`src/design/dyn_odt_pkg.sv`:
```
// Constants for the dynamic termination control block.
// Assumes mode register fields arrive on a 16-bit address bus.
package dyn_odt_pkg;

  // ------------------------------------------------------------
  // Widths
  // ------------------------------------------------------------
  localparam int ADDR_W = 16;
  localparam int LAT_W  = 5;
  localparam int CNT_W  = 6;
  localparam int HIST_D = 32;

  // ------------------------------------------------------------
  // Mode register select and field positions
  // ------------------------------------------------------------
  localparam logic [1:0] MRS_SEL_MR1 = 2'h1;
  localparam logic [1:0] MRS_SEL_MR2 = 2'h2;
  localparam int MR1_NOM_B2  = 9;
  localparam int MR1_NOM_B1  = 6;
  localparam int MR1_NOM_B0  = 2;
  localparam int MR2_WR_B1   = 10;
  localparam int MR2_WR_B0   = 9;
  localparam logic [ADDR_W-1:0] MR_RESET = 16'h0000;

  // ------------------------------------------------------------
  // Latency figures in command clock cycles
  // ------------------------------------------------------------
  localparam logic [LAT_W-1:0] ODT_LAT_SUB = 5'h02;
  localparam logic [CNT_W-1:0] CWN4_ADD    = 6'h04;
  localparam logic [CNT_W-1:0] CWN8_ADD    = 6'h06;
  localparam logic [CNT_W-1:0] CNT_FIRST   = 6'h01;

endpackage

```
`src/design/odt_delay_line.sv`:
```
// Variable-tap shift register delaying the registered ODT level.
// Assumes tap select is at least one and below the depth.
`timescale 1ns/1ps
`default_nettype none
module odt_delay_line #(
  parameter int DEPTH = dyn_odt_pkg::HIST_D
) (
  input  wire logic                          clock_i,
  input  wire logic                          rstn_i,
  input  wire logic                          odt_i,
  input  wire logic [dyn_odt_pkg::LAT_W-1:0] tap_i,
  output logic                               odt_o
);
  import dyn_odt_pkg::*;

  typedef struct packed {
    logic [DEPTH-1:0] hist;
  } dl_state_t;

  dl_state_t s_q;
  dl_state_t s_d;

  // ------------------------------------------------------------
  // Shift and tap
  // ------------------------------------------------------------
  // Bit k holds the level sampled k+1 edges ago
  always_comb begin
    s_d = s_q;
    s_d.hist = {s_q.hist[DEPTH-2:0], odt_i};
  end

  assign odt_o = s_q.hist[tap_i - LAT_W'(1)];

  // Register
  always_ff @(posedge clock_i) begin
    if (!rstn_i) begin
      s_q <= '0;
    end else begin
      s_q <= s_d;
    end
  end

endmodule
`default_nettype wire

```
`src/design/dyn_odt_ctrl.sv`:
```
// Dynamic on-die termination control for a DDR3 style device.
// Assumes command decode supplies one-cycle write and mode register
// set pulses, all on the command clock.
//
// Operation
// - Dynamic mode is active when MR2 bit A9 or A10 is one.
// - Nominal strength comes from MR1 bits A9, A6 and A2.
// - Write strength comes from MR2 bits A10 and A9.
// - Without writes nominal strength is used and ODT gates on/off.
// - A write in dynamic mode selects write strength ODTLcnw later.
// - Nominal strength returns ODTLcwn8 or ODTLcwn4 after a write.
// - Dynamic mode is unsupported with the DLL off; dll_off_i withholds it, MR2 is kept.
// - Termination turns on and off WL-2 cycles after the ODT level.
// - Nominal to write strength happens WL-2 cycles after a write.
// - Burst chop 4 restores nominal 4 plus turn-off latency later.
// - Burst length 8 restores nominal 6 plus turn-off latency later.
// - ODT latencies equal write latency plus additive latency less 2.
// - In self-refresh the ODT pin is ignored and termination is off.
`timescale 1ns/1ps
`default_nettype none
module dyn_odt_ctrl (
  input  wire logic                           clock_i,
  input  wire logic                           rstn_i,
  input  wire logic                           odt_i,
  input  wire logic                           wr_cmd_i,
  input  wire logic                           bc4_i,
  input  wire logic                           mrs_i,
  input  wire logic [1:0]                     mrs_sel_i,
  input  wire logic [dyn_odt_pkg::ADDR_W-1:0] mrs_addr_i,
  input  wire logic [3:0]                     cwl_i,
  input  wire logic [3:0]                     al_i,
  input  wire logic                           self_refresh_i,
  input  wire logic                           dll_off_i,
  output logic                                rtt_en_o,
  output logic                                rtt_sel_wr_o,
  output logic [2:0]                          rtt_nom_o,
  output logic [1:0]                          rtt_wr_o,
  output logic                                dyn_en_o
);
  import dyn_odt_pkg::*;

  typedef struct packed {
    logic [ADDR_W-1:0] mr1;
    logic [ADDR_W-1:0] mr2;
    logic              dyn_en;
    logic              rtt_en;
    logic              sel_wr;
    logic              busy;
    logic              bc4;
    logic [CNT_W-1:0]  cnt;
  } ctrl_state_t;

  ctrl_state_t s_q;
  ctrl_state_t s_d;
  logic [LAT_W-1:0] lat;
  logic [CNT_W-1:0] cwn_end;
  logic             odt_live;
  logic             odt_tap;
  logic             wr_tap;

  // Mode register set aimed at one register
  function automatic logic mrs_hit(input logic       strobe,
                                   input logic [1:0] sel,
                                   input logic [1:0] want);
    mrs_hit = strobe && (sel == want);
  endfunction

  // ------------------------------------------------------------
  // Latency derivation
  // ------------------------------------------------------------
  // Turn-on, turn-off and strength change share one latency
  assign lat = LAT_W'(cwl_i) + LAT_W'(al_i) - ODT_LAT_SUB;
  // Return point after the newest write
  assign cwn_end = CNT_W'(lat) + (s_q.bc4 ? CWN4_ADD : CWN8_ADD);
  // Pin ignored in self-refresh
  assign odt_live = odt_i & ~self_refresh_i;

  // ------------------------------------------------------------
  // ODT pin delay
  // ------------------------------------------------------------
  odt_delay_line #(
    .DEPTH (HIST_D)
  ) u_delay (
    .clock_i (clock_i),
    .rstn_i  (rstn_i),
    .odt_i   (odt_live),
    .tap_i   (lat),
    .odt_o   (odt_tap)
  );

  // Write delay, so a later write cannot push back an earlier switch
  odt_delay_line #(
    .DEPTH (HIST_D)
  ) u_wr_delay (
    .clock_i (clock_i),
    .rstn_i  (rstn_i),
    .odt_i   (wr_cmd_i),
    .tap_i   (lat),
    .odt_o   (wr_tap)
  );

  // ------------------------------------------------------------
  // Next state
  // ------------------------------------------------------------
  always_comb begin
    s_d = s_q;
    // Mode register capture
    if (mrs_hit(mrs_i, mrs_sel_i, MRS_SEL_MR1)) begin
      s_d.mr1 = mrs_addr_i;
    end
    if (mrs_hit(mrs_i, mrs_sel_i, MRS_SEL_MR2)) begin
      s_d.mr2 = mrs_addr_i;
    end
    // Dynamic enable, withheld while the DLL is off
    s_d.dyn_en = (s_q.mr2[MR2_WR_B1] | s_q.mr2[MR2_WR_B0])
                 & ~dll_off_i;
    // Termination gate follows the delayed pin
    s_d.rtt_en = odt_tap & ~self_refresh_i;
    // Write hold window counts from the newest write
    if (s_q.busy) begin
      s_d.cnt = s_q.cnt + CNT_FIRST;
    end
    if (s_q.busy && s_q.cnt == cwn_end) begin
      s_d.sel_wr = 1'b0;
      s_d.busy   = 1'b0;
    end
    // Newest write restarts the window and keeps write strength
    if (wr_cmd_i) begin
      s_d.busy   = 1'b1;
      s_d.cnt    = CNT_FIRST;
      s_d.bc4    = bc4_i;
      s_d.sel_wr = s_q.sel_wr;
    end
    // Every write, older ones too, switches strength L edges later in dynamic mode
    if (wr_tap && s_q.dyn_en) begin
      s_d.sel_wr = 1'b1;
    end
    // Nominal only when dynamic mode is off
    if (!s_q.dyn_en) begin
      s_d.sel_wr = 1'b0;
    end
  end

  // Register
  always_ff @(posedge clock_i) begin
    if (!rstn_i) begin
      s_q.mr1    <= MR_RESET;
      s_q.mr2    <= MR_RESET;
      s_q.dyn_en <= 1'b0;
      s_q.rtt_en <= 1'b0;
      s_q.sel_wr <= 1'b0;
      s_q.busy   <= 1'b0;
      s_q.bc4    <= 1'b0;
      s_q.cnt    <= '0;
    end else begin
      s_q <= s_d;
    end
  end

  // ------------------------------------------------------------
  // Outputs
  // ------------------------------------------------------------
  assign rtt_en_o     = s_q.rtt_en;
  assign rtt_sel_wr_o = s_q.sel_wr;
  assign rtt_nom_o    = {s_q.mr1[MR1_NOM_B2], s_q.mr1[MR1_NOM_B1],
                         s_q.mr1[MR1_NOM_B0]};
  assign rtt_wr_o     = {s_q.mr2[MR2_WR_B1], s_q.mr2[MR2_WR_B0]};
  assign dyn_en_o     = s_q.dyn_en;
endmodule
`default_nettype wire

```
`config.mk`:
```
export PLATFORM = sky130hd
export DESIGN_NAME = dyn_odt_ctrl
export DESIGN_NICKNAME = d
export VERILOG_FILES = /design/src/design/dyn_odt_pkg.sv /design/src/design/odt_delay_line.sv /design/src/design/dyn_odt_ctrl.sv
export SDC_FILE = /design/constraint.sdc
export NUM_CORES = 1
export LEC_CHECK = 0
export BUFFER_PORTS_ARGS = -buffer_cell sky130_fd_sc_hd__clkbuf_2
export CORE_UTILIZATION = 35
export CTS_BUF_LIST = sky130_fd_sc_hd__clkbuf_2
export DETAILED_ROUTE_END_ITERATION = 7
export PLACE_DENSITY = 0.6
export SYNTH_ARGS = -nofsm -noshare
export SYNTH_HDL_FRONTEND = slang
export SYNTH_HIERARCHICAL = 1
export SYNTH_SLANG_ARGS = --single-unit
```
`constraint.sdc`:
```
create_clock -name clock_i -period 9.55 [get_ports clock_i]
set_input_delay 1.91 -clock clock_i [delete_from_list [all_inputs] [get_ports clock_i]]
set_output_delay 1.91 -clock clock_i [all_outputs]
set_load 0.02 [all_outputs]
```
; ---- Word-level counts from Yosys, hierarchy flattened
; Index checks and enable logic that the tools add are counted.
[op_classes]
n_addsub = 5
mul = 0
n_div = 0
n_lt_le_gt_ge = 1
eq_ne = 4
shifts = 0
mux = 9
n_bitwise = 7
n_reduce_logical = 10
[ops]
columns = cell, count
row1 = 1-bit binary-select mux with 5-bit select, 2
row2 = 9-bit two-way mux, 1
row3 = 5-bit by 3-bit adder with 6-bit output, 1
row4 = "6-bit by 1-bit adder with 6-bit output, second input constant", 1
row5 = 6-bit equality test, 1
row6 = "5-bit by 6-bit less-than comparator with 1-bit output, second input constant", 1
row7 = 6-bit two-way mux, 1
row8 = 2-bit nonzero test, 3
row9 = 4-bit by 4-bit adder with 5-bit output, 1
row10 = "5-bit by 1-bit subtractor with 5-bit output, second input constant", 1
row11 = "5-bit by 2-bit subtractor with 5-bit output, second input constant", 1
row12 = 1-bit logical AND, 4
row13 = 2-bit two-way mux, 2
row14 = 2-bit AND reduction, 2
row15 = 1-bit AND, 3
row16 = 1-bit two-way mux, 3
row17 = 1-bit NOT, 3
row18 = "2-bit by 1-bit equality test with 1-bit output, second input constant", 1
row19 = "2-bit equality test, second input constant", 1
row20 = "2-bit by 1-bit inequality test with 1-bit output, second input constant", 1
row21 = 2-bit OR reduction, 1
row22 = 1-bit bitwise OR, 1
[word_totals]
regBits = 96
latch_bits = 0
ramBits = 0
romBits = 0
in_bits = 34
output_inout_bits = 8
word_cells = 47
mem_count = 0

; ---- Logic depth before layout (Yosys ltp)
; Gate-level depths: netlist (run 1).
[logic_depth]
word_depth = 8
ltp_mapped = 13
depth_no_buf = 13

; ---- Modules after synthesis
; The synthesis (run 1) kept the hierarchy.
[modules_own_cells]
columns = module, n_inst, cells_per_inst, area_per_inst_um2, seq_area_each_um2
row1 = odt_delay_line, 2, 91, 1193.6, 640.6
row2 = dyn_odt_ctrl, 1, 112, 1021.0, 320.3

; ---- Worst setup path after synthesis (run 1)
; OpenSTA, ideal clock, no wires.
[synth_path]
kind = input-to-reg
from = input port cwl_i[1]
to = register s_q (netlist bit rtt_sel_wr_o)
setup_ns = 0.137
arrival_ns = 5.116
t_required_ns = 9.413
setup_slack_ns = 4.297
path_stages = 11
path_buffers = 0
path_cell_list = inv_1 > ha_1 > inv_1 > ha_1 > fa_1 > xor2_2 > mux4_1 > mux4_2 > a211o_1 > o211ai_1 > a31oi_1
[synth_between]
elab_chain_cells = 8
word_cells_on_any_way = 13
cone_classes = 4 x add/sub / 2 x eq/ne / 3 x mux / 4 x reduce/logical
[synth_rtl]
columns = item, line
row1 = from (decl), dyn_odt_ctrl.sv:30  ; input wire logic [3:0] cwl_i,
row2 = 4-bit by 4-bit adder with 5-bit output *, dyn_odt_ctrl.sv:72  ; assign lat = LAT_W'(cwl_i) + LAT_W'(al_i) - ODT_LAT_SUB;
row3 = 5-bit by 2-bit subtractor with 5-bit output *, dyn_odt_ctrl.sv:72
row4 = named net lat[2], dyn_odt_ctrl.sv:55  ; logic [LAT_W-1:0] lat;
row5 = 5-bit by 1-bit subtractor with 5-bit output *, odt_delay_line.sv:32  ; assign odt_o = s_q.hist[tap_i - LAT_W'(1)];
row6 = 1-bit binary-select mux with 5-bit select *, odt_delay_line.sv:32
row7 = 1-bit two-way mux (not written as such) *, odt_delay_line.sv:32
row8 = named net wr_tap, dyn_odt_ctrl.sv:59  ; logic wr_tap;
row9 = 1-bit logical AND *, dyn_odt_ctrl.sv:135  ; if (wr_tap && s_q.dyn_en) begin
row10 = 2-bit by 1-bit inequality test with 1-bit output (no line) or 2-bit nonzero test (tied branches), -
row11 = 2-bit AND reduction (no line), -
row12 = to (decl), dyn_odt_ctrl.sv:53  ; ctrl_state_t s_q;
; Mark *: on every way through the listed nets, which the timed path passes. The rest lies on a longest branch. The select of a mux whose other input is x is not followed.
; A chain may end at the register's enable or synchronous reset.

; ---- Worst setup path in the final report (run 1)
; Ends and elaborated chain as after synthesis.

==> flow_metrics.py, run 1 <==
metrics = {
    "synth": {
        "ys_seq_area_share_pct": 47.0,
        "synth_top_area_cell": "dfxtp_1",
        "synth_edf_count": 0,
        "netlist_instances": 294,
        "syn_area_mm2": 0.00341,
        "syn-num-nets": 341,
        "synth-main-ff-cell": "dfxtp_1",
        "ys_warn_count": 6,
        "synthArstFlopShare_pct": 0,
        "yosys-top-cells-count": "dfxtp_1, and2_1, inv_1",
        "synth.distinct_cells": 38,
        "synth_top_cell_area_share_pct": 47.0,
        "ys_seq_elements": 80,
        "yosys-top-cells-area": "dfxtp_1, mux4_1, and2_1, ha_1, mux2i_1",
        "synth_area_per_cell_um2": 11.6,
        "synth.most_common_cell": "dfxtp_1",
    },
    "drt": {
        "via_per_inst": 4.59,
        "dr.pass1.iters": 4,
        "vias": 2085,
        "drcViolationCount": 0,
        "drtIter0Drc": 64,
        "ant_nets": 0,
        "routed_wirelength_um": 5500,
        "wl_per_cell_um": 12.1,
    },
    "floorplanning": {
        "num_rows": 35,
        "dieArea_mm2": 0.0101,
        "pin_count": 42,
        "core_area_mm2": 0.00933,
        "die_x_um": 101,
        "die_h_um": 101,
        "start_util_pct": 36.5,
    },
    "run": {
        "cap_violations": 0,
    },
    "critical_path": {
        "endpoint_kind": "flop",
        "r2r-start": "u_wr_delay/s_q[17]",
        "reg2reg_slack_ns": 7.54,
        "path_max_fanout": 11,
        "r2r-end": "rtt_sel_wr_o",
        "crit_required_ns": 9.95,
        "critPathLaunchType": "primary input",
        "cp.arrival_ns": 5.55,
        "reg2reg_depth": 5,
        "path_class": "primary input to flop",
    },
    "placement": {
        "port_buffers": 29,
        "place_area_mm2": 0.00365,
        "place_inst": 438,
        "pre_cts_ws_ns": 3.85,
        "dp_hpwl_um": 3710,
        "gp_congestion": 0.745,
    },
    "global_routing": {
        "first_global_vias": 1951,
        "busiest_layer": "met2",
        "grt_max_degree": 77,
        "grt_pass1_wl_um": 9430,
        "antenna_found_initial": 0,
        "grtUsageTotal_pct": 12.1,
        "use_met2_pct": 17.4,
        "grt-ovfl-total": 0,
        "use_met3_pct": 2.70,
        "use_met1_pct": 16.8,
    },
    "timing": {
        "hold_viol_final": 0,
        "setup_slack_ns": 4.40,
        "fin_skew_ns": 0.0233,
        "worst_slew_pin_slew_ns": 0.602,
        "drv_slew": 0,
        "setup_violations": 0,
        "final.period_utilization_pct": 53.9,
        "fmax_ghz": 0.194,
        "period_needed_ns": 5.15,
        "slew_headroom_pct": 59.9,
        "rsz0062_at_grt": "no",
        "tns_ns": 0,
    },
    "power": {
        "switching_power_mw": 0.186,
        "p_total_mw": 0.639,
        "comb_power_share_pct": 17.5,
        "seqPwrFrac_pct": 53.3,
        "pwr_density_cell_mw_per_mm2": 169,
        "intPower_mw": 0.453,
        "p_clk_share_pct": 29.2,
        "irDropWorstVdd_v": 0.0000650,
        "p_sw_share_pct": 29.1,
        "leakagePower_nw": 1.70,
    },
    "clock_network": {
        "cts_max_level": 3,
        "cts_tree": "done",
        "cts.sinks": 80,
        "clk_pin_slew_ns": 0.23,
        "cts_hold_buffers": 0,
        "clockRootBuffer": "clkbuf_2",
        "clk_path_buf_depth": 2,
        "cts_setup_buffers": 0,
        "cts-resized-gates": 0,
        "numCtsBuffers": 9,
        "clk_latency_ns": 0.50,
    },
    "finish": {
        "final_cells": 454,
        "synthToLayoutAreaGrowth_pct": 10.6,
        "design_area_mm2": 0.00377,
        "drive_gt1_share_pct": 15.7,
        "diodes": 0,
        "fin_nets": 367,
        "fillers": 927,
    },
    "min_path": {
        "worstHoldPathType": "flop to flop",
        "min_to": "u_delay/s_q[27]",
        "min_from": "u_delay/s_q[26]",
        "hold_depth": 1,
    },
    "status": {
        "outcome": "finished, final reports clean",
    },
}
==> metal layers <==
metal | up-vias | share of wire [%]
met2 | 26 | 45
met3 | 6 | 2.3
met4 | 0 | 1.6
met5 | - | 0
met1 | 1006 | 51
li1 | 1047 | -
==> logic make-up (layout without fill, tap and decap cells) <==
group           Yosys count  in the layout  synth area share (%)
simple gates            102            102                  17.8
flops                    80             80                  47.0
buf+inv                  34             65                  4.33
mux                      31             31                  17.5
xor+xnor                 18             18                  5.29
compound gates           16             16                  3.16
fa+ha+maj                13             13                  4.99
==> power groups by stage <==
stage	Sequential, mW	Combinational [mW]	Clock [mW]
after detailed placement	0.347	0.112	0
after global routing	0.341	0.122	0.212
after global placement	0.347	0.111	0
after CTS	0.341	0.113	0.194
final	0.341	0.112	0.187
after floorplan	0.346	0.0913	0
==> layout by cell type, fill, tap and decap left out, types with 6 or more instances in the layout <==
master    netlist  routed
dfxtp_1        80      80
and2_1         64      64
clkbuf_2        0      38
inv_1          19      19
mux4_1         16      16
mux2i_1        13      13
ha_1           12      12
xnor2_1        10      10
nor2b_1         9       9
nor2_1          8       8
nor3_1          6       6
==> metrics by stage <==
step / util, % / hold slack, ns
final: 40.4 / 0.464
after global routing: 40.4 / 0.487
after CTS: 40.4 / 0.471
after detailed placement: 39.1 / 0.432
after global placement: 39.1 / 0.431
after floorplan: - / 0.421
==> how the worst max path moves through the flow <==
stage                        end      from
floorplan           rtt_sel_wr_o  cwl_i[1]
global placement    rtt_sel_wr_o  cwl_i[1]
detailed placement  rtt_sel_wr_o  cwl_i[1]
CTS                 rtt_sel_wr_o  cwl_i[1]
global route        rtt_sel_wr_o  cwl_i[1]
finish              rtt_sel_wr_o  cwl_i[1]
==> critical path: stages <==
cell,delay (ns)
clkbuf_2,0.07
inv_1,0.03
ha_1,0.26
inv_1,0.04
ha_1,0.21
fa_1,0.82
xor2_2,0.50
mux4_1,0.63
mux4_2,0.49
a211o_1,0.33
o211ai_1,0.18
a31oi_1,0.08
==> flip-flops by register name (all words and copies together) (netlist names) <==
signal / cells
s_q: 8
rtt_wr_o: 2
dyn_en_o: 1
u_wr_delay/s_q: 32
rtt_sel_wr_o: 1
rtt_en_o: 1
rtt_nom_o: 3
u_delay/s_q: 32
==> layout make-up <==
| cell class | instances | area, µm² | area share (%) |
|---|---|---|---|
| sequential | 80 | 1600 | 42.5 |
| timing repair buffer | 30 | 153 | 4.05 |
| clock buffer | 9 | 45.0 | 1.19 |
| clock inverter | 7 | 80.1 | 2.12 |
| tap | 129 | 161 | 4.28 |
| multi-input combinational | 180 | 1660 | 44.0 |
| inverter | 19 | 71.3 | 1.89 |
Note: power is estimated with default switching activity, not from simulation.
==> inputs of run 2 (changes only) <==
==> constraint.sdc (replaced) <==
create_clock -name clock_i -period 4.8 [get_ports clock_i]
set_input_delay 0.96 -clock clock_i [delete_from_list [all_inputs] [get_ports clock_i]]
set_output_delay 0.96 -clock clock_i [all_outputs]
set_load 0.02 [all_outputs]
==> run 2 against run 1 <==
  * First-iteration DRC count fell by 7.8%
  * Clock skew fell by 0.0063 ns
  * Sequential power grew 99%
  * Count of clock-buffer cells in the layout is 2 higher
  * Flip-flop and latch count unchanged
  * Clock power increased by 110%
  * Wire length down 1.4%
  * Final area grew 1.2%
  * Hold slack worse by 0.0051 ns
  * Critical path depth unchanged
  * Global-route usage down 0.077 points
  * Total power up 110%
  * Critical path type unchanged
  * Critical endpoint unchanged
  * Largest power group unchanged
==> flow_metrics.py, run 2 (synthesis results as in run 1) <==
metrics = {
    "drt": {
        "drcViolationCount": 0,
        "drtIter0Drc": 59,
        "wl_per_cell_um": 11.8,
        "ant_nets": 0,
        "via_per_inst": 4.46,
        "routed_wirelength_um": 5420,
        "dr.pass1.iters": 4,
        "vias": 2045,
    },
    "global_routing": {
        "grt_max_degree": 77,
        "grtUsageTotal_pct": 12.1,
        "grt-ovfl-total": 0,
        "grt_pass1_wl_um": 9360,
        "first_global_vias": 2066,
        "antenna_found_initial": 1,
    },
    "min_path": {
        "min_from": "u_delay/s_q[4]",
        "min_to": "u_delay/s_q[5]",
        "hold_depth": 1,
        "worstHoldPathType": "flop to flop",
    },
    "critical_path": {
        "path_max_fanout": 7,
        "slowest_stage": "mux4_1",
        "crit_required_ns": 5.20,
        "r2r-end": "rtt_sel_wr_o",
        "cp_cell_sequence": "clkbuf_2, inv_1, ha_1, inv_1, ha_1, fa_1, xor2_2, mux4_1, mux4_2, a211o_1, o211ai_1, a31oi_1",
        "max_stage_delay_ns": 0.64,
        "cp.arrival_ns": 4.26,
        "critPathLaunchType": "primary input",
        "endpoint_kind": "flop",
        "reg2reg_slack_ns": 2.81,
        "crit_buf_inv": 3,
        "reg2reg_depth": 5,
        "cp_top_family": "multiplexers",
        "r2r-start": "u_wr_delay/s_q[23]",
        "path_class": "primary input to flop",
    },
    "timing": {
        "drv_slew": 0,
        "hold_viol_final": 0,
        "setup_violations": 0,
        "rsz0062_at_grt": "no",
        "worst_slew_pin_slew_ns": 0.554,
        "final.period_utilization_pct": 80.4,
        "slew_headroom_pct": 63.1,
        "fmax_ghz": 0.259,
        "tns_ns": 0,
        "fin_skew_ns": 0.0170,
        "setup_slack_ns": 0.940,
        "period_needed_ns": 3.86,
    },
    "power": {
        "pwr_density_cell_mw_per_mm2": 344,
        "leakagePower_nw": 1.74,
        "irDropWorstVdd_v": 0.000107,
        "p_total_mw": 1.31,
    },
    "clock_network": {
        "clk_latency_ns": 0.51,
        "cts_tree": "done",
        "cts_setup_buffers": 0,
        "clockRootBuffer": "clkbuf_2",
        "cts.sinks": 80,
        "clk_pin_slew_ns": 0.21,
        "clk_path_buf_depth": 2,
        "cts-resized-gates": 0,
        "cts_max_level": 3,
        "cts_hold_buffers": 0,
        "numCtsBuffers": 9,
    },
    "placement": {
        "pre_cts_ws_ns": 0.412,
        "dp_hpwl_um": 3740,
        "place_area_mm2": 0.00368,
        "gp_congestion": 0.719,
        "port_buffers": 29,
    },
    "floorplanning": {
        "dieArea_mm2": 0.0101,
        "die_h_um": 101,
        "num_rows": 35,
        "die_x_um": 101,
        "core_area_mm2": 0.00933,
        "start_util_pct": 36.5,
        "pin_count": 42,
    },
    "finish": {
        "reg.largest.list": "u_delay/s_q (32), u_wr_delay/s_q (32), s_q (8)",
        "synthToLayoutAreaGrowth_pct": 11.9,
        "drive_gt1_share_pct": 16.4,
        "design_area_mm2": 0.00381,
        "fillers": 917,
        "fin_nets": 371,
        "final_common_cell": "dfxtp_1",
        "layout_common_cells": "dfxtp_1, and2_1, clkbuf_2",
    },
    "status": {
        "outcome": "finished, final reports clean",
    },
    "run": {
        "cap_violations": 0,
    },
}
==> run 2: cell count changes in the layout (fill, tap and decap cells not counted) <==
cell        delta
buf_4          +4
bufinv_16      +1
clkbuf_2       +2
clkinv_1       +1
clkinvlp_4     -2
diode_2        +1
inv_6          -2
==> run 2: worst max-delay path by stage <==
| stage | startpoint | to | slack [ns] | cells past startpoint |
|---|---|---|---|---|
| 2_1_floorplan | cwl_i[1] | rtt_sel_wr_o | 0.50 | 11 |
| 3_3_place_gp | cwl_i[1] | rtt_sel_wr_o | 0.39 | 12 |
| 3_5_place_dp | cwl_i[1] | rtt_sel_wr_o | 0.41 | 12 |
| 4_1_cts | cwl_i[1] | rtt_sel_wr_o | 1.0 | 12 |
| 5_1_grt | cwl_i[1] | rtt_sel_wr_o | 0.79 | 12 |
| 6_report | cwl_i[1] | rtt_sel_wr_o | 0.94 | 12 |
==> run 2: layout make-up <==
type | instances | area [µm²] | share of cell area, %
diodes | 1 | 2.50 | 0.0656
clock buffers | 11 | 55.1 | 1.44
clock inverters | 5 | 81.3 | 2.13
inverters | 19 | 71.3 | 1.87
multi-input cells | 180 | 1660 | 43.5
flip-flops and latches | 80 | 1600 | 42.0
well taps | 129 | 161 | 4.23
repair buffers | 34 | 183 | 4.79
==> run 2: worst reg2reg max path: stages, from the launching register on <==
cell and delay, ns:
dfxtp_1 0.35, mux4_1 0.52, mux4_2 0.48, a211o_1 0.32, o211ai_1 0.16, a31oi_1 0.06
==> run 2: power by group <==
| part | switching, mW | internal (mW) |
|---|---|---|
| clock network | 0.222 | 0.177 |
| registers | 0.00535 | 0.672 |
| logic | 0.121 | 0.113 |
| total | 0.349 | 0.962 |
==> run 2: stage by stage <==
step	instances	hold slack [ns]	utilization, %
floorplan	294	0.421	-
global placement	442	0.431	39.4
detailed placement	442	0.431	39.4
CTS	458	0.471	40.9
global route	459	0.481	40.9
finish	459	0.459	40.9
==> run 2: layer usage <==
metal  vias up  part of all wire (%)  GRT usage (%)
li1       1057                     -              -
met1       952                    51           15.8
met2        24                    44           18.0
met3        12                   2.7           2.29
met4         0                   2.8           8.36
met5         -                     0              0
